### src/pit_pkg.sv
// Package with register map, field layout and reset values of the periodic interrupt timer.
`default_nettype none
package pit_pkg;
  // Register offsets on the 8-bit register port.
  localparam logic [2:0] OFF_STATUS_CONTROL = 3'h0;
  localparam logic [2:0] OFF_COUNT_HIGH     = 3'h1;
  localparam logic [2:0] OFF_COUNT_LOW      = 3'h2;
  localparam logic [2:0] OFF_MODULO_HIGH    = 3'h3;
  localparam logic [2:0] OFF_MODULO_LOW     = 3'h4;
  // Field positions in the status and control register.
  localparam int BIT_OVERFLOW_FLAG = 7;
  localparam int BIT_IRQ_ENABLE    = 6;
  localparam int BIT_COUNTER_HALT  = 5;
  localparam int BIT_COUNTER_CLEAR = 4;
  localparam int BIT_DIV_SEL_LSB   = 0;
  // Values after reset.
  localparam logic [2:0]  RST_DIV_SEL  = 3'h0;
  localparam logic        RST_HALT     = 1'b1;
  localparam logic [15:0] RST_MODULO   = 16'hffff;
  localparam logic [15:0] RST_COUNT    = 16'h0000;
  // Prescaler width: the largest division is by 64.
  localparam int          PRESCALE_W   = 6;
endpackage : pit_pkg
`default_nettype wire

### src/pit_timer.sv
// Periodic interrupt timer: prescaler, 16-bit modulo up-counter and register port.
// Function
// 16-bit up-counter, free or modulo count.
// Counter reads never disturb counting.
// Three-bit select divides bus clock 1 to 64.
// Match sets flag, restarts from zero.
// Flag clears by read-then-write-zero, overflow wins.
// Writing one to flag does nothing.
// Enable bit allows interrupt on flag.
// Halt bit freezes counter, set at reset.
// Clear bit zeroes counter and prescaler.
// Halt plus clear holds counter at zero.
// High-byte read latches low byte.
// Resets zero the readable counter bytes.
// Modulo high write suppresses flag until low.
// Modulo resets to all ones.
// Software clears counter before modulo writes.
// Wait mode keeps counting, interrupt wakes.
// Software leaves halt clear for wait wakeup.
// Stop mode halts, keeps all state.
// Debug break halts the counter.
// Break without clear enable protects flags.
// Break with clear enable allows clearing.
// Low-byte latch survives break end.
// Interrupt is level of flag and enable.
// Prescaler is a count enable divider.
//
// Implementation choices: the register offsets and the strobed register port.
`default_nettype none
module pit_timer (
  // Clock and reset.
  input  wire logic       core_clk,
  input  wire logic       reset,
  // Register port.
  input  wire logic [2:0] reg_addr,
  input  wire logic [7:0] reg_wdata,
  input  wire logic       reg_write,
  input  wire logic       reg_read,
  output logic      [7:0] reg_rdata,
  // System mode inputs.
  input  wire logic       stop_mode,
  input  wire logic       debug_break,
  input  wire logic       break_flag_clear_enable,
  // Interrupt request.
  output logic            irq
);

  // Control and status state.
  logic                            overflow_flag;
  logic                            overflow_irq_enable;
  logic                            counter_halt;
  logic [2:0]                      clock_divider_select;
  logic [15:0]                     count;
  logic [15:0]                     modulo;
  logic [7:0]                      modulo_high_buf;
  logic                            modulo_pending;
  logic                            clear_armed;
  logic [7:0]                      low_latch;
  logic                            low_latched;
  logic [pit_pkg::PRESCALE_W-1:0]  prescale;

  // Register decode; flag protection applies while a break hides flag changes.
  wire flags_locked = debug_break & ~break_flag_clear_enable;
  wire wr_ctrl      = reg_write & (reg_addr == pit_pkg::OFF_STATUS_CONTROL);
  wire rd_ctrl      = reg_read  & (reg_addr == pit_pkg::OFF_STATUS_CONTROL);
  wire rd_high      = reg_read  & (reg_addr == pit_pkg::OFF_COUNT_HIGH);
  wire rd_low       = reg_read  & (reg_addr == pit_pkg::OFF_COUNT_LOW);
  wire wr_mod_high  = reg_write & (reg_addr == pit_pkg::OFF_MODULO_HIGH);
  wire wr_mod_low   = reg_write & (reg_addr == pit_pkg::OFF_MODULO_LOW);
  wire clear_cmd    = wr_ctrl & reg_wdata[pit_pkg::BIT_COUNTER_CLEAR];

  // Counting stops for halt bit, stop mode or a debug break; wait mode is not a stop.
  wire run          = ~counter_halt & ~stop_mode & ~debug_break;

  // Prescaler tap: the low k bits all ones gives one enable in 2**k cycles.
  logic [pit_pkg::PRESCALE_W-1:0] tap_mask;
  always_comb begin
    case (clock_divider_select)
      3'h0:    tap_mask = 6'h00;
      3'h1:    tap_mask = 6'h01;
      3'h2:    tap_mask = 6'h03;
      3'h3:    tap_mask = 6'h07;
      3'h4:    tap_mask = 6'h0f;
      3'h5:    tap_mask = 6'h1f;
      default: tap_mask = 6'h3f;
    endcase
  end
  wire count_en     = run & ((prescale & tap_mask) == tap_mask);
  wire at_modulo    = (count == modulo);
  wire overflow_evt = count_en & at_modulo;
  // A modulo update in progress hides the overflow from the flag.
  wire flag_set     = overflow_evt & ~modulo_pending;
  // Second step of the clear: armed read earlier, zero written now.
  wire flag_clear   = wr_ctrl & ~reg_wdata[pit_pkg::BIT_OVERFLOW_FLAG] & clear_armed
                      & ~flags_locked;

  // Prescaler runs freely while counting and restarts on the clear command.
  always_ff @(posedge core_clk) begin
    if (reset || clear_cmd) begin
      prescale <= '0;
    end else if (run) begin
      prescale <= prescale + 1'b1;
    end
  end

  // Counter; reads play no part here so they cannot disturb the sequence.
  always_ff @(posedge core_clk) begin
    if (reset || clear_cmd) begin
      count <= pit_pkg::RST_COUNT;
    end else if (overflow_evt) begin
      count <= 16'h0000;
    end else if (count_en) begin
      count <= count + 16'h0001;
    end
  end

  // Overflow flag; a new overflow beats the clear and drops the armed read.
  always_ff @(posedge core_clk) begin
    if (reset) begin
      overflow_flag <= 1'b0;
      clear_armed   <= 1'b0;
    end else begin
      if (flag_set) begin
        overflow_flag <= 1'b1;
        clear_armed   <= 1'b0;
      end else if (flag_clear) begin
        overflow_flag <= 1'b0;
        clear_armed   <= 1'b0;
      end else if (rd_ctrl && overflow_flag && !flags_locked) begin
        clear_armed   <= 1'b1;
      end
    end
  end

  // Control fields; the clear bit is not stored and reads back as zero.
  always_ff @(posedge core_clk) begin
    if (reset) begin
      overflow_irq_enable  <= 1'b0;
      counter_halt         <= pit_pkg::RST_HALT;
      clock_divider_select <= pit_pkg::RST_DIV_SEL;
    end else if (wr_ctrl) begin
      overflow_irq_enable  <= reg_wdata[pit_pkg::BIT_IRQ_ENABLE];
      counter_halt         <= reg_wdata[pit_pkg::BIT_COUNTER_HALT];
      clock_divider_select <= reg_wdata[pit_pkg::BIT_DIV_SEL_LSB +: 3];
    end
  end

  // Modulo is taken as a pair so the counter never sees a half-written value.
  always_ff @(posedge core_clk) begin
    if (reset) begin
      modulo          <= pit_pkg::RST_MODULO;
      modulo_high_buf <= pit_pkg::RST_MODULO[15:8];
      modulo_pending  <= 1'b0;
    end else if (wr_mod_high) begin
      modulo_high_buf <= reg_wdata;
      modulo_pending  <= 1'b1;
    end else if (wr_mod_low) begin
      modulo          <= {modulo_high_buf, reg_wdata};
      modulo_pending  <= 1'b0;
    end
  end

  // Low-byte latch; held until the low byte is read or the clear bit is written, break or not.
  always_ff @(posedge core_clk) begin
    if (reset || clear_cmd) begin
      low_latch   <= 8'h00;
      low_latched <= 1'b0;
    end else if (rd_high && !low_latched) begin
      low_latch   <= count[7:0];
      low_latched <= 1'b1;
    end else if (rd_low) begin
      low_latched <= 1'b0;
    end
  end

  // Read data selection.
  logic [7:0] rd_mux;
  always_comb begin
    case (reg_addr)
      pit_pkg::OFF_STATUS_CONTROL:
        rd_mux = {overflow_flag, overflow_irq_enable, counter_halt, 1'b0, 1'b0,
                  clock_divider_select};
      pit_pkg::OFF_COUNT_HIGH:  rd_mux = count[15:8];
      pit_pkg::OFF_COUNT_LOW:   rd_mux = low_latched ? low_latch : count[7:0];
      pit_pkg::OFF_MODULO_HIGH: rd_mux = modulo_pending ? modulo_high_buf : modulo[15:8];
      pit_pkg::OFF_MODULO_LOW:  rd_mux = modulo[7:0];
      default:                  rd_mux = 8'h00;
    endcase
  end

  // Registered read data and interrupt level; the level still wakes wait mode.
  always_ff @(posedge core_clk) begin
    if (reset) begin
      reg_rdata <= 8'h00;
      irq       <= 1'b0;
    end else begin
      reg_rdata <= reg_read ? rd_mux : 8'h00;
      irq       <= (overflow_flag | flag_set) & overflow_irq_enable;
    end
  end

  // Helper: previous count for checks.
  logic [15:0] count_q;
  always_ff @(posedge core_clk) begin
    count_q <= count;
  end
endmodule : pit_timer
`default_nettype wire

### config.mk
export PLATFORM = sky130hd
export DESIGN_NAME = pit_timer
export DESIGN_NICKNAME = d
export VERILOG_FILES = /design/src/pit_pkg.sv /design/src/pit_timer.sv
export SDC_FILE = /design/constraint.sdc
export NUM_CORES = 1
export LEC_CHECK = 0
export BUFFER_PORTS_ARGS = -buffer_cell sky130_fd_sc_hd__buf_2
export CAP_MARGIN = 20
export CORE_ASPECT_RATIO = 0.6
export CORE_UTILIZATION = 55
export CTS_CLUSTER_DIAMETER = 80
export DETAILED_ROUTE_END_ITERATION = 10
export GPL_TIMING_DRIVEN = 1
export PLACE_DENSITY = 0.74
export SLEW_MARGIN = 20
export SYNTH_ARGS = -nofsm -noshare
export SYNTH_HDL_FRONTEND = slang
export SYNTH_SLANG_ARGS = --single-unit
### constraint.sdc
create_clock -name core_clk -period 5.1 [get_ports core_clk]
set_input_delay 0.765 -clock core_clk [delete_from_list [all_inputs] [get_ports core_clk]]
set_output_delay 0.765 -clock core_clk [all_outputs]
set_load 0.01 [all_outputs]
# == Yosys cells after proc, flatten, opt, wreduce, memory -nomap -nowiden ==
# Cells that the tools add are included.
# totals
output_inout_bits,9
input_bits,18
reg_bits,72
# classes
n_eq_ne,11
add_sub_neg,2
n_reduce_logical,15
n_mux,10
bitwise_logic,28
# op_table
op,count
$pmux 8 s5,1
$pmux 6 s6,1
$and 1x1->1,17
$add 16x1->16 const B,1
$eq 16x16->1,1
$mux 8,2
$eq 3x2->1 const B,4
$eq 3x3->1 const B,3
$not 1->1,9
$add 6x1->6 const B,1
$and 6x6->6,1
$eq 3x1->1 const B,2
$eq 6x6->1,1
$logic_not 3->1,2
$mux 1,6
$reduce_bool 2->1,3
$reduce_or 2->1,2
$logic_and 1x1->1,3
$reduce_or 3->1,1
$logic_not 1->1,2
$reduce_and 2->1,1
$logic_or 1x1->1,1
$or 1x1->1,1

# == Longest topological paths before layout ==
# Gate-level depths: netlist of the first run.
# logic_depth
depth_word,9
ltp_mapped,7
ltp_nobuf,5

# == Least setup slack after synthesis of the first run ==
# OpenSTA, ideal clock, no wires.
# synth_timing
kind,input to register
from,input port reg_addr[0]
to,register count[11]
required_ns,4.975
slack_ns,2.903
setup_ns,0.125
t_arrival_ns,2.072
cell_stages,7
cell_sequence,buf_2 > nor4b_4 > nand2_1 > nand2_1 > o21bai_2 > buf_4 > a21oi_1
# synth_via
elab_chain_len,5
# synth_rtl
element,line_no,text
start: declaration,pit_timer.sv:35,"input wire logic [2:0] reg_addr,"
$logic_not 3->1,pit_timer.sv:64,wire wr_ctrl = reg_write & (reg_addr == pit_pkg::OFF_STATUS_CONTROL);
$and 1x1->1,pit_timer.sv:64,
$and 1x1->1,pit_timer.sv:70,wire clear_cmd = wr_ctrl & reg_wdata[pit_pkg::BIT_COUNTER_CLEAR];
$logic_or 1x1->1,pit_timer.sv:108,if (reset || clear_cmd) begin
$reduce_or 2->1 (no source line),--,
end signal: assignment,pit_timer.sv:109,count <= pit_pkg::RST_COUNT;
end signal: assignment,pit_timer.sv:113,count <= count + 16'h0001;
end: declaration,pit_timer.sv:53,logic [15:0] count;
# Every way passes these cells.
# A chain may end at the register's enable or synchronous reset.

# == Final worst setup path of the first run ==
# layout_timing
from,input port reg_addr[1]
to,register count[14]
# Same word-level chain as after synthesis.

==> results of run 1 <==
==> cell type report <==
type / count / area (um^2) / share of cell area
clock inverter: 7 / 120.1 / 0.03078
timing repair buffer: 27 / 137.6 / 0.03527
multi-input combinational: 312 / 1948 / 0.4992
clock buffer: 9 / 123.9 / 0.03174
inverter: 7 / 26.28 / 0.006733
sequential: 72 / 1441 / 0.3693
tap: 84 / 105.1 / 0.02693
==> power groups by stage <==
| stage | sequential (W) | clock (W) | combinational, W |
|---|---|---|---|
| detailed placement | 0.000597 | 0 | 0.0000786 |
| floorplan | 0.000591 | 0 | 0.0000565 |
| CTS | 0.000584 | 0.000551 | 0.0000792 |
| finish | 0.000585 | 0.000544 | 0.0000816 |
| global route | 0.000585 | 0.000576 | 0.0000887 |
| global placement | 0.000597 | 0 | 0.0000775 |
==> final timing paths <==
path	end	slack (ns)	depth (start not counted)
setup reg to reg	count[14]$_SDFFE_PP0P_	3.00	5
hold / removal	modulo[15]$_SDFFE_PP1P_	0.49	2
hold reg to reg	modulo[15]$_SDFFE_PP1P_	0.49	2
setup / recovery	count[14]$_SDFFE_PP0P_	2.50	6
==> cell usage after synthesis (2+ instances only) <==
master	n	area share
a211oi_1	6	0.013
nand2_1	61	0.065
or4_1	4	0.0086
buf_2	3	0.0043
nand3_1	33	0.047
nor2b_1	4	0.0071
xor2_1	23	0.057
nor2_1	44	0.047
ha_1	2	0.0071
dfxtp_1	72	0.41
mux2_2	2	0.0064
and3_1	6	0.011
o22ai_1	4	0.0071
inv_1	6	0.0064
clkbuf_1	19	0.020
o211ai_1	2	0.0043
or2_2	2	0.0036
mux2i_1	33	0.094
nand2b_1	4	0.0071
nand4_1	9	0.016
nor4_1	5	0.0089
a21oi_1	23	0.033
o31ai_1	4	0.0086
o21ai_0	11	0.016
a31oi_1	3	0.0053
or3_1	7	0.012
==> critical path, cell delays in order <==
cell      delay, ns
buf_2          0.28
nor4b_4        0.61
nand2_1        0.14
nand2_1        0.46
o21bai_2       0.42
a21oi_1        0.11
==> state kept, by name, summed over array words and instances (netlist names), 3 cells and up <==
name,cells
low_latch,8
reg_rdata,8
clock_divider_select,3
count,16
modulo,16
modulo_high_buf,8
prescale,6
==> routing by layer <==
metal / track usage / vias to the layer above
met2: 0.3932 / 138
met3: 0.06122 / 15
met4: 0.08627 / 0
met5: 0 / -
met1: 0.4361 / 1443
li1: - / 1487
==> metrics by stage <==
| stage | hold WS [ns] | cells | setup WS, ns |
|---|---|---|---|
| final | 0.4947 | 518 | 2.503 |
| after global routing | 0.4983 | 518 | 2.329 |
| after CTS | 0.4897 | 518 | 2.556 |
| after detailed placement | 0.4787 | 502 | 2.203 |
| after global placement | 0.4686 | 502 | 2.275 |
| after floorplan | 0.4419 | 416 | 2.903 |
==> cells by family after synthesis <==
| family | after synthesis | synth area share |
|---|---|---|
| AO/OA/AOI/OAI | 62 | 0.1151 |
| XOR/XNOR | 24 | 0.05989 |
| adder cells (fa/ha/maj) | 2 | 0.007129 |
| flip-flops | 72 | 0.4107 |
| AND/OR/NAND/NOR | 189 | 0.2681 |
| buffers and inverters | 32 | 0.03850 |
| multiplexers | 35 | 0.1005 |
==> impl_table.tex, run 1 <==
\begin{tabular}{lr}
\hline
Metric & Value \\
\hline
\multicolumn{2}{l}{\textbf{Clocking}} \\
Number of clock buffers inserted by TritonCTS & 9 \\
Postcts setup bufs & 0 \\
Hold Buf Count CTS & 0 \\
Number of instances resized during post-cts repair & 0 \\
Master cell of the clock root buffer & clkbuf\_8 \\
CTS tree & built \\
Max H-tree Level & 3 \\
CTS clk-pin slew, worst paths & roughly 0.08 ns \\
Clk sinks & 72 \\
Clk Latency, worst-skew pair & 0.35 ns \\
Worst-case clock buffer depth & 2 \\
\multicolumn{2}{l}{\textbf{Worst setup path}} \\
Required time of the worst setup path & 5.30 ns \\
Setup Crit Path Kind & input pin to flop \\
Startpoint class of the critical path & input pin \\
Worst reg2reg path startpoint & counter\_halt\$\_SDFFE\_PP1P\_ \\
Maximum fanout encountered on the critical timing path & 31 \\
Endpoint arrival time on the critical path & 2.80 ns \\
Sort of element at the end of the critical path & flop \\
Critical Path Start & reg\_addr[1] \\
\multicolumn{2}{l}{\textbf{Routing}} \\
Detailed route wirelength on metal2 & 3.606 mm \\
Mean number of vias per cell & 5.952 \\
M1 wire length & 4.380 mm \\
1st-pass router iterations & 8 \\
Number of DRC markers after the initial detailed-route iteration & 287 \\
Sum of met3 wire segment lengths after detailed routing & between 800 and 900 um \\
Top layer reached by signal wires & met4 \\
Number of nets with antenna violations after routing & 0 \\
Average wire per cell in the routed design & 17.24 um \\
Final wirelength & 8.929 mm \\
Drt drc & 1 \\
Via count & 3083 \\
\multicolumn{2}{l}{\textbf{STA}} \\
Post-layout min period & 2.597 ns \\
Hold Fails Final Rpt & 0 \\
Final count of negative-setup-slack endpoints & 0 \\
Worst Skew & roughly 0.0085 ns \\
Post-route setup TNS & 0 ns \\
Final max-slew violation count & 0 \\
Share of the cycle needed by the critical path after routing & 0.5092 \\
Top achievable clock speed & 0.3851 GHz \\
Setup repair after global routing missed its margin & no \\
Transition time at the pin with the least slew margin & 0.7182 ns \\
Remaining max-slew budget at the tightest pin & 0.5192 \\
\multicolumn{2}{l}{\textbf{Flow run}} \\
Max\_cap viols & 0 \\
\multicolumn{2}{l}{\textbf{GRT}} \\
Global-route wire length before repair & between 10 and 15 mm \\
Via count of the first global-routing pass & 2800 \\
Combined global-route utilization of all metal layers & 0.2851 \\
Maximum number of pins on one net before global-route repair & 32 \\
Grt total ovfl & 0 \\
Initial antenna violation count & 0 \\
\multicolumn{2}{l}{\textbf{Die}} \\
Overall die area & 6715 um\^{}2 \\
Horizontal extent of the die & 105.1 um \\
Number of rows in the core area & 22 \\
Overall die height & $\sim$64 um \\
Initial Utilization & 0.5717 \\
Area inside the core boundary & between 6000 and 7000 um\^{}2 \\
I/O pin cnt & 27 \\
\multicolumn{2}{l}{\textbf{Pwr}} \\
Internal Pwr Total & 0.0009270 W \\
Areal power density over the cells & 310.1 nW/um\^{}2 \\
Power share of the sequential group & 0.483 \\
Largest vdd supply drop & 0.1593 mV \\
Net Sw Power & 0.0002830 W \\
Switching Fraction & 0.2339 \\
Comb pwr share & 0.067 \\
P\_leak & 1.523 nW \\
Total power consumption of the routed design & 0.001210 W \\
Relative contribution of the clock network to total power & 0.449 \\
\multicolumn{2}{l}{\textbf{Logic synthesis}} \\
Syn nets & 436 \\
Synth Instances & between 400 and 500 \\
Post-synth EDFFs & 0 \\
Mean instance size in the synthesized netlist & 8.437 um\^{}2 \\
Seq cells post-synth & just over 70 \\
Proportion of register bits with asynchronous set or reset after synthesis & 0 \\
Commonest register cell after synthesis & dfxtp\_1 \\
Post-Synthesis Cell Area & approximately 3500 um\^{}2 \\
Number of unique standard cell types used by synthesis & 50 \\
Sequential area share after synthesis & 0.4107 \\
Yosys warnings & 0 \\
\multicolumn{2}{l}{\textbf{Final layout}} \\
Nets & 449 \\
Final core occ & 0.6358 \\
Diode count & 0 \\
Signed area change from the synthesized netlist to the final layout & 11.19\% \\
Share of layout cells above drive strength 1 & 0.1290 \\
Total non-filler cell area in the finished layout & 3902 um\^{}2 \\
Fillers & 528 \\
Most frequent standard cell in the layout excluding fill and tap cells & dfxtp\_1 \\
Commonest cells after routing, fill and taps aside & dfxtp\_1, nand2\_1, nor2\_1, mux2i\_1, nand3\_1 \\
\multicolumn{2}{l}{\textbf{Place}} \\
Port Buffer Count & 26 \\
Placed cell area & 3650 um\^{}2 \\
Routability congestion estimate & approximately 0.87 \\
Half-perimeter wire length after detailed placement & 6.442 mm \\
\multicolumn{2}{l}{\textbf{Outcome}} \\
Status & complete, but fails checks \\
Failing checks & DRC \\
\multicolumn{2}{l}{\textbf{Min path}} \\
Worst hold path startpoint & modulo\_high\_buf[7]\$\_SDFFE\_PP1P\_ \\
Worst min-delay path class & flop to flop \\
\hline
\end{tabular}
Note: power is estimated with default switching activity, not from simulation.
==> run 2: changes to the inputs <==
Settings changed: CORE_UTILIZATION 55 to 54, PLACE_DENSITY 0.74 to 0.76.
Clock period 5.1 ns to 2.29 ns, I/O delays scaled along.
==> run 2 against run 1 <==
Net effect: the run now ends clean; clock-buffer cell count increased by 1; worst setup slack worse by 2.1 ns; register-to-register slack lost 2.6 ns; largest cell class unchanged.
==> impl_table.tex, run 2 (same netlist as run 1, synthesis figures left out) <==
\begin{tabular}{lr}
\hline
Metric & Value \\
\hline
\multicolumn{2}{l}{\textbf{STA}} \\
Setup repair after global routing missed its margin & no \\
Remaining max-slew budget at the tightest pin & 0.5819 \\
Post-layout min period & 1.858 ns \\
Top achievable clock speed & 0.5383 GHz \\
Worst Skew & 0.008902 ns \\
Hold Fails Final Rpt & 0 \\
Final count of negative-setup-slack endpoints & 0 \\
Post-route setup TNS & 0 ns \\
Share of the cycle needed by the critical path after routing & 0.8113 \\
Transition time at the pin with the least slew margin & 0.6263 ns \\
Final max-slew violation count & 0 \\
\multicolumn{2}{l}{\textbf{Clocking}} \\
Clk sinks & slightly above 70 \\
Max H-tree Level & 3 \\
Hold Buf Count CTS & 0 \\
Worst-case clock buffer depth & 2 \\
Clk Latency, worst-skew pair & between 0.3 and 0.4 ns \\
Master cell of the clock root buffer & clkbuf\_8 \\
CTS clk-pin slew, worst paths & about 0.08 ns \\
CTS tree & built \\
Number of clock buffers inserted by TritonCTS & 9 \\
Number of instances resized during post-cts repair & 0 \\
Postcts setup bufs & 0 \\
\multicolumn{2}{l}{\textbf{GRT}} \\
Via count of the first global-routing pass & around 2900 \\
Global-route wire length before repair & 15.00 mm \\
Grt total ovfl & 0 \\
Maximum number of pins on one net before global-route repair & 32 \\
Initial antenna violation count & 0 \\
Combined global-route utilization of all metal layers & 0.2913 \\
\multicolumn{2}{l}{\textbf{Routing}} \\
Average wire per cell in the routed design & 17.28 um \\
Final wirelength & 9.108 mm \\
Drt drc & 0 \\
Mean number of vias per cell & 5.956 \\
Number of nets with antenna violations after routing & 0 \\
Number of DRC markers after the initial detailed-route iteration & 231 \\
Via count & 3139 \\
1st-pass router iterations & 6 \\
\multicolumn{2}{l}{\textbf{Outcome}} \\
Status & complete, no violations \\
\multicolumn{2}{l}{\textbf{Die}} \\
Initial Utilization & 0.5667 \\
Number of rows in the core area & 22 \\
Area inside the core boundary & 6193 um\^{}2 \\
Overall die height & between 60 and 70 um \\
I/O pin cnt & 27 \\
Horizontal extent of the die & 106.1 um \\
Overall die area & between 6000 and 7000 um\^{}2 \\
\multicolumn{2}{l}{\textbf{Min path}} \\
Worst min-delay path class & input pin to flop \\
Worst Hold Path Cells & 3 \\
Worst hold path startpoint & reg\_wdata[3] \\
\multicolumn{2}{l}{\textbf{Place}} \\
Port Buffer Count & 26 \\
Routability congestion estimate & 0.9596 \\
Half-perimeter wire length after detailed placement & 6.711 mm \\
\multicolumn{2}{l}{\textbf{Worst setup path}} \\
Crit path cell chain & and3\_1 -> o221a\_4 -> nand4b\_4 -> or4b\_1 -> a21oi\_1 \\
Bufs and invs on worst path & 0 \\
Startpoint class of the critical path & flop \\
Maximum fanout encountered on the critical timing path & 16 \\
Critical Path Start & prescale[0]\$\_SDFFE\_PP0P\_ \\
Logic depth of the worst register-to-register path & 5 \\
Endpoint arrival time on the critical path & 2.15 ns \\
Logic depth of the worst setup path including buffers & 5 \\
Setup Crit Path Kind & flop to flop \\
Sort of element at the end of the critical path & flop \\
Required time of the worst setup path & 2.58 ns \\
Worst-path cell with the longest stage delay & or4b\_1 \\
Worst reg2reg path startpoint & prescale[0]\$\_SDFFE\_PP0P\_ \\
Family with the most delay on the worst path & simple AND/OR/NAND/NOR gates \\
Worst stage delay on the critical path & about 0.52 ns \\
\multicolumn{2}{l}{\textbf{Final layout}} \\
Commonest cells after routing, fill and taps aside & dfxtp\_1, nand2\_1, nor2\_1, mux2i\_1, nand3\_1 \\
Diode count & 0 \\
Biggest regs & count x16, modulo x16 \\
Signed area change from the synthesized netlist to the final layout & 11.05\% \\
Most frequent standard cell in the layout excluding fill and tap cells & dfxtp\_1 \\
Share of layout cells above drive strength 1 & 0.1467 \\
Nets & roughly 460 \\
Final core occ & 0.6293 \\
\multicolumn{2}{l}{\textbf{Pwr}} \\
Switching Fraction & 0.2676 \\
P\_leak & $\sim$1.5 nW \\
Net Sw Power & 0.0006457 W \\
Largest vdd supply drop & 0.4042 mV \\
Areal power density over the cells & 619.2 nW/um\^{}2 \\
Relative contribution of the clock network to total power & 0.383 \\
Internal Pwr Total & 0.001768 W \\
Power share of the sequential group & 0.538 \\
Comb pwr share & 0.079 \\
\multicolumn{2}{l}{\textbf{Flow run}} \\
Max\_cap viols & 0 \\
\hline
\end{tabular}
run 2: cell count changes in the layout (fill, tap and decap cells not counted):
cell        delta
inv_6          +1
bufinv_16      -3
nor4b_4        -1
clkinvlp_4     +1
nor4b_2        +1
clkinv_2       +1
buf_4          +9
clkinv_4       -1
clkbuf_8       +1
run 2: area by class of cell:
type | instances | area [um^2]
Clock buffer | 10 | 137.6
Inverter | 7 | 26.28
Tap cell | 84 | 105.1
Fill cell | 557 | 2296
Sequential cell | 72 | 1441
Timing Repair Buffer | 36 | 205.2
Clock inverter | 6 | 42.54
Multi-Input combinational cell | 312 | 1939
run 2: path summary, 6_finish.rpt:
check / to / slack, ns
setup reg to reg: count[7]$_SDFFE_PP0P_ / 0.43
hold reg to reg: modulo[14]$_SDFFE_PP1P_ / 0.49
hold / removal: modulo_high_buf[3]$_SDFFE_PP1P_ / 0.22
setup / recovery: count[7]$_SDFFE_PP0P_ / 0.43
run 2: routing by layer:
metal | vias to the layer above | part of all wire | track usage
met1 | 1474 | 0.46 | 0.4152
met4 | 0 | 0.020 | 0.09722
met2 | 145 | 0.41 | 0.4224
li1 | 1502 | - | -
met5 | - | 0 | 0
met3 | 18 | 0.11 | 0.08149
run 2: power by group through the flow:
stage	Combinational (W)	Sequential, W	Clock (W)
finish	0.000190	0.00130	0.000924
global route	0.000208	0.00130	0.000990
CTS	0.000186	0.00130	0.000935
detailed placement	0.000185	0.00133	0
global placement	0.000180	0.00133	0
floorplan	0.000126	0.00132	0
run 2: through the flow:
step                      instances  total power [W]  hold slack [ns]  setup slack [ns]  area, um^2
after CTS                       527         0.002419           0.2113            0.4269        3897
after detailed placement        511         0.001513           0.4795            0.4299        3717
after global placement          511         0.001507           0.4723            0.4657        3717
final                           527         0.002413           0.2152            0.4321        3897
after floorplan                 416         0.001443           0.4159            0.5146        3510
after global routing            527         0.002499           0.2244            0.2790        3897
run 2: worst min-delay path, cell delays in order:
cell,delay (ns)
buf_2,0.09
nand2_1,0.05
nand3_1,0.07
==> run 3: changes to the inputs <==
Settings changed: CORE_UTILIZATION 54 to 55, PLACE_DENSITY 0.76 to 0.74.
Clock period 2.29 ns to 1.72 ns, I/O delays scaled along.
==> run 3 against run 2 <==
Net effect: clock skew increased by 0.0014 ns; first-iteration DRC count decreased by 2.6%; critical path type unchanged; total power increased by 40%; sequential power increased by 32%; the flow now finishes with violations (DRC); worst setup slack got worse by 0.40 ns; maximum frequency increased by 10%; largest power group unchanged.
==> impl_table.tex, run 3 (same netlist as run 1, synthesis figures left out) <==
\begin{tabular}{lr}
\hline
Metric & Value \\
\hline
\multicolumn{2}{l}{\textbf{Clocking}} \\
Worst-case clock buffer depth & 2 \\
CTS tree & built \\
Max H-tree Level & 3 \\
Clk sinks & roughly 70 \\
Clk Latency, worst-skew pair & 0.36 ns \\
Hold Buf Count CTS & 0 \\
CTS clk-pin slew, worst paths & 0.07 ns \\
Number of clock buffers inserted by TritonCTS & 9 \\
Master cell of the clock root buffer & clkbuf\_8 \\
\multicolumn{2}{l}{\textbf{Final layout}} \\
Final core occ & 0.6900 \\
Diode count & 0 \\
Most frequent standard cell in the layout excluding fill and tap cells & dfxtp\_1 \\
Share of layout cells above drive strength 1 & 0.2253 \\
Biggest regs & count x16, modulo x16 \\
Signed area change from the synthesized netlist to the final layout & 20.68\% \\
Nets & 490 \\
Commonest cells after routing, fill and taps aside & dfxtp\_1, nand2\_1, nor2\_1, buf\_4 \\
\multicolumn{2}{l}{\textbf{GRT}} \\
Maximum number of pins on one net before global-route repair & 29 \\
Grt total ovfl & 0 \\
Via count of the first global-routing pass & 2910 \\
Global-route wire length before repair & 15.07 mm \\
Combined global-route utilization of all metal layers & 0.3002 \\
Initial antenna violation count & 0 \\
\multicolumn{2}{l}{\textbf{Place}} \\
Port Buffer Count & 26 \\
Routability congestion estimate & 0.9544 \\
Half-perimeter wire length after detailed placement & 7.130 mm \\
\multicolumn{2}{l}{\textbf{Worst setup path}} \\
End of the worst register-to-register path & count[7]\$\_SDFFE\_PP0P\_ \\
Setup Crit Path Kind & flop to flop \\
Worst reg2reg path startpoint & prescale[2]\$\_SDFFE\_PP0P\_ \\
Startpoint class of the critical path & flop \\
Maximum fanout encountered on the critical timing path & 7 \\
Required time of the worst setup path & 2.01 ns \\
Sort of element at the end of the critical path & flop \\
Logic depth of the worst register-to-register path & 5 \\
Endpoint arrival time on the critical path & 1.98 ns \\
Critical Path Start & prescale[2]\$\_SDFFE\_PP0P\_ \\
Critical Path Sink & count[7]\$\_SDFFE\_PP0P\_ \\
Register-to-register setup slack & between 0.03 and 0.04 ns \\
\multicolumn{2}{l}{\textbf{Routing}} \\
Number of DRC markers after the initial detailed-route iteration & 225 \\
Sum of met3 wire segment lengths after detailed routing & approximately 1.0 mm \\
M1 wire length & 4.630 mm \\
Number of nets with antenna violations after routing & 0 \\
Top layer reached by signal wires & met4 \\
Average wire per cell in the routed design & approximately 17 um \\
1st-pass router iterations & 8 \\
Drt drc & 1 \\
Detailed route wirelength on metal2 & about 4.0 mm \\
Final wirelength & 9.767 mm \\
Mean number of vias per cell & 5.837 \\
Via count & approximately 3300 \\
\multicolumn{2}{l}{\textbf{STA}} \\
Remaining max-slew budget at the tightest pin & 0.6275 \\
Final max-slew violation count & 0 \\
Post-layout min period & about 1.7 ns \\
Worst Skew & 0.01031 ns \\
Hold Fails Final Rpt & 0 \\
Transition time at the pin with the least slew margin & 0.5554 ns \\
Post-route setup TNS & 0 ns \\
Share of the cycle needed by the critical path after routing & 0.9809 \\
Top achievable clock speed & about 0.59 GHz \\
Final count of negative-setup-slack endpoints & 0 \\
\multicolumn{2}{l}{\textbf{Die}} \\
Number of rows in the core area & 22 \\
Area inside the core boundary & 6138 um\^{}2 \\
Overall die height & 63.88 um \\
I/O pin cnt & 27 \\
Initial Utilization & 0.5717 \\
Overall die area & 6715 um\^{}2 \\
Horizontal extent of the die & 105.1 um \\
\multicolumn{2}{l}{\textbf{Pwr}} \\
Areal power density over the cells & 797.7 nW/um\^{}2 \\
P\_leak & around 1.7 nW \\
Largest vdd supply drop & 0.7695 mV \\
\multicolumn{2}{l}{\textbf{Min path}} \\
Worst Hold Path Cells & 3 \\
Worst min-delay path class & input pin to flop \\
\multicolumn{2}{l}{\textbf{Outcome}} \\
Failing checks & DRC \\
Status & complete, but fails checks \\
\multicolumn{2}{l}{\textbf{Flow run}} \\
Max\_cap viols & 0 \\
\hline
\end{tabular}
## run 3: changes by cell type in the layout (fill, tap and decap cells not counted), sizes merged
cell,before,now
buf,36,67
bufinv,0,1
clkbuf,10,13
clkinv,4,3
clkinvlp,2,0
inv,7,6
nand4b,1,2
## run 3: where the power goes
part | total [W] | internal [W] | switching [W]
Combinational | 0.000287 | 0.000112 | 0.000175
Sequential | 0.00172 | 0.00170 | 0.0000283
Clock | 0.00137 | 0.000745 | 0.000621
Total | 0.00338 | 0.00255 | 0.000825
## run 3: cell type report
class,instances,area (um^2)
timing repair buffer,67,450.4
clock buffer,13,158.9
multi-input combinational,313,2004
inverter,7,26.28
tap,84,105.1
sequential,72,1450
clock inverter,3,40.04
fill,502,1903
## run 3: how the worst min path moves through the flow
stage / slack (ns) / endpoint / startpoint
2_1_floorplan: 0.33 / clock_divider_select[0]$_SDFFE_PP0P_ / reset
3_3_place_gp: 0.47 / low_latch[5]$_SDFFE_PP0P_ / low_latch[5]$_SDFFE_PP0P_
3_5_place_dp: 0.48 / modulo[14]$_SDFFE_PP1P_ / modulo_high_buf[6]$_SDFFE_PP1P_
4_1_cts: 0.12 / modulo_high_buf[3]$_SDFFE_PP1P_ / reg_wdata[3]
5_1_grt: 0.14 / modulo[3]$_SDFFE_PP1P_ / reg_wdata[3]
6_report: 0.14 / modulo_high_buf[3]$_SDFFE_PP1P_ / reg_wdata[3]
## run 3: through the flow
step	total power, W	area [um^2]	worst slack (ns)	std cells	hold WS [ns]
2_1_floorplan	0.001921	3510	0.02241	416	0.3304
4_1_cts	0.003384	4151	0.007884	555	0.1214
5_1_grt	0.003477	4235	-0.004484	559	0.1418
6_report	0.003378	4235	0.03280	559	0.1389
3_5_place_dp	0.002036	3933	-0.03364	538	0.4835
3_3_place_gp	0.002030	3933	0.01380	538	0.4725
## run 3: what timing repair did
| item | 4_1_cts | 5_1_grt |
|---|---|---|
| endpoints found under the hold margin | 0 | 0 |
| pin swaps | 0 | 5 |
| gates cloned | 0 | 1 |
| resized for setup | 3 | 12 |
| buffers inserted | 1 | 3 |
| endpoints found under the setup margin | 6 | 8 |
## run 3: critical path, cell delays in order, from the launching register on
cell	delay (ns)
dfxtp_2	0.38
and3_4	0.20
o221a_4	0.22
nand4b_4	0.17
or4b_1	0.50
a21oi_1	0.15
## run 3: routing by layer
layer  global-route usage  up-vias
met2               0.4313      154
met1               0.4335     1529
met5                    0        -
met3              0.08776        9
li1                     -     1571
met4              0.08451        0
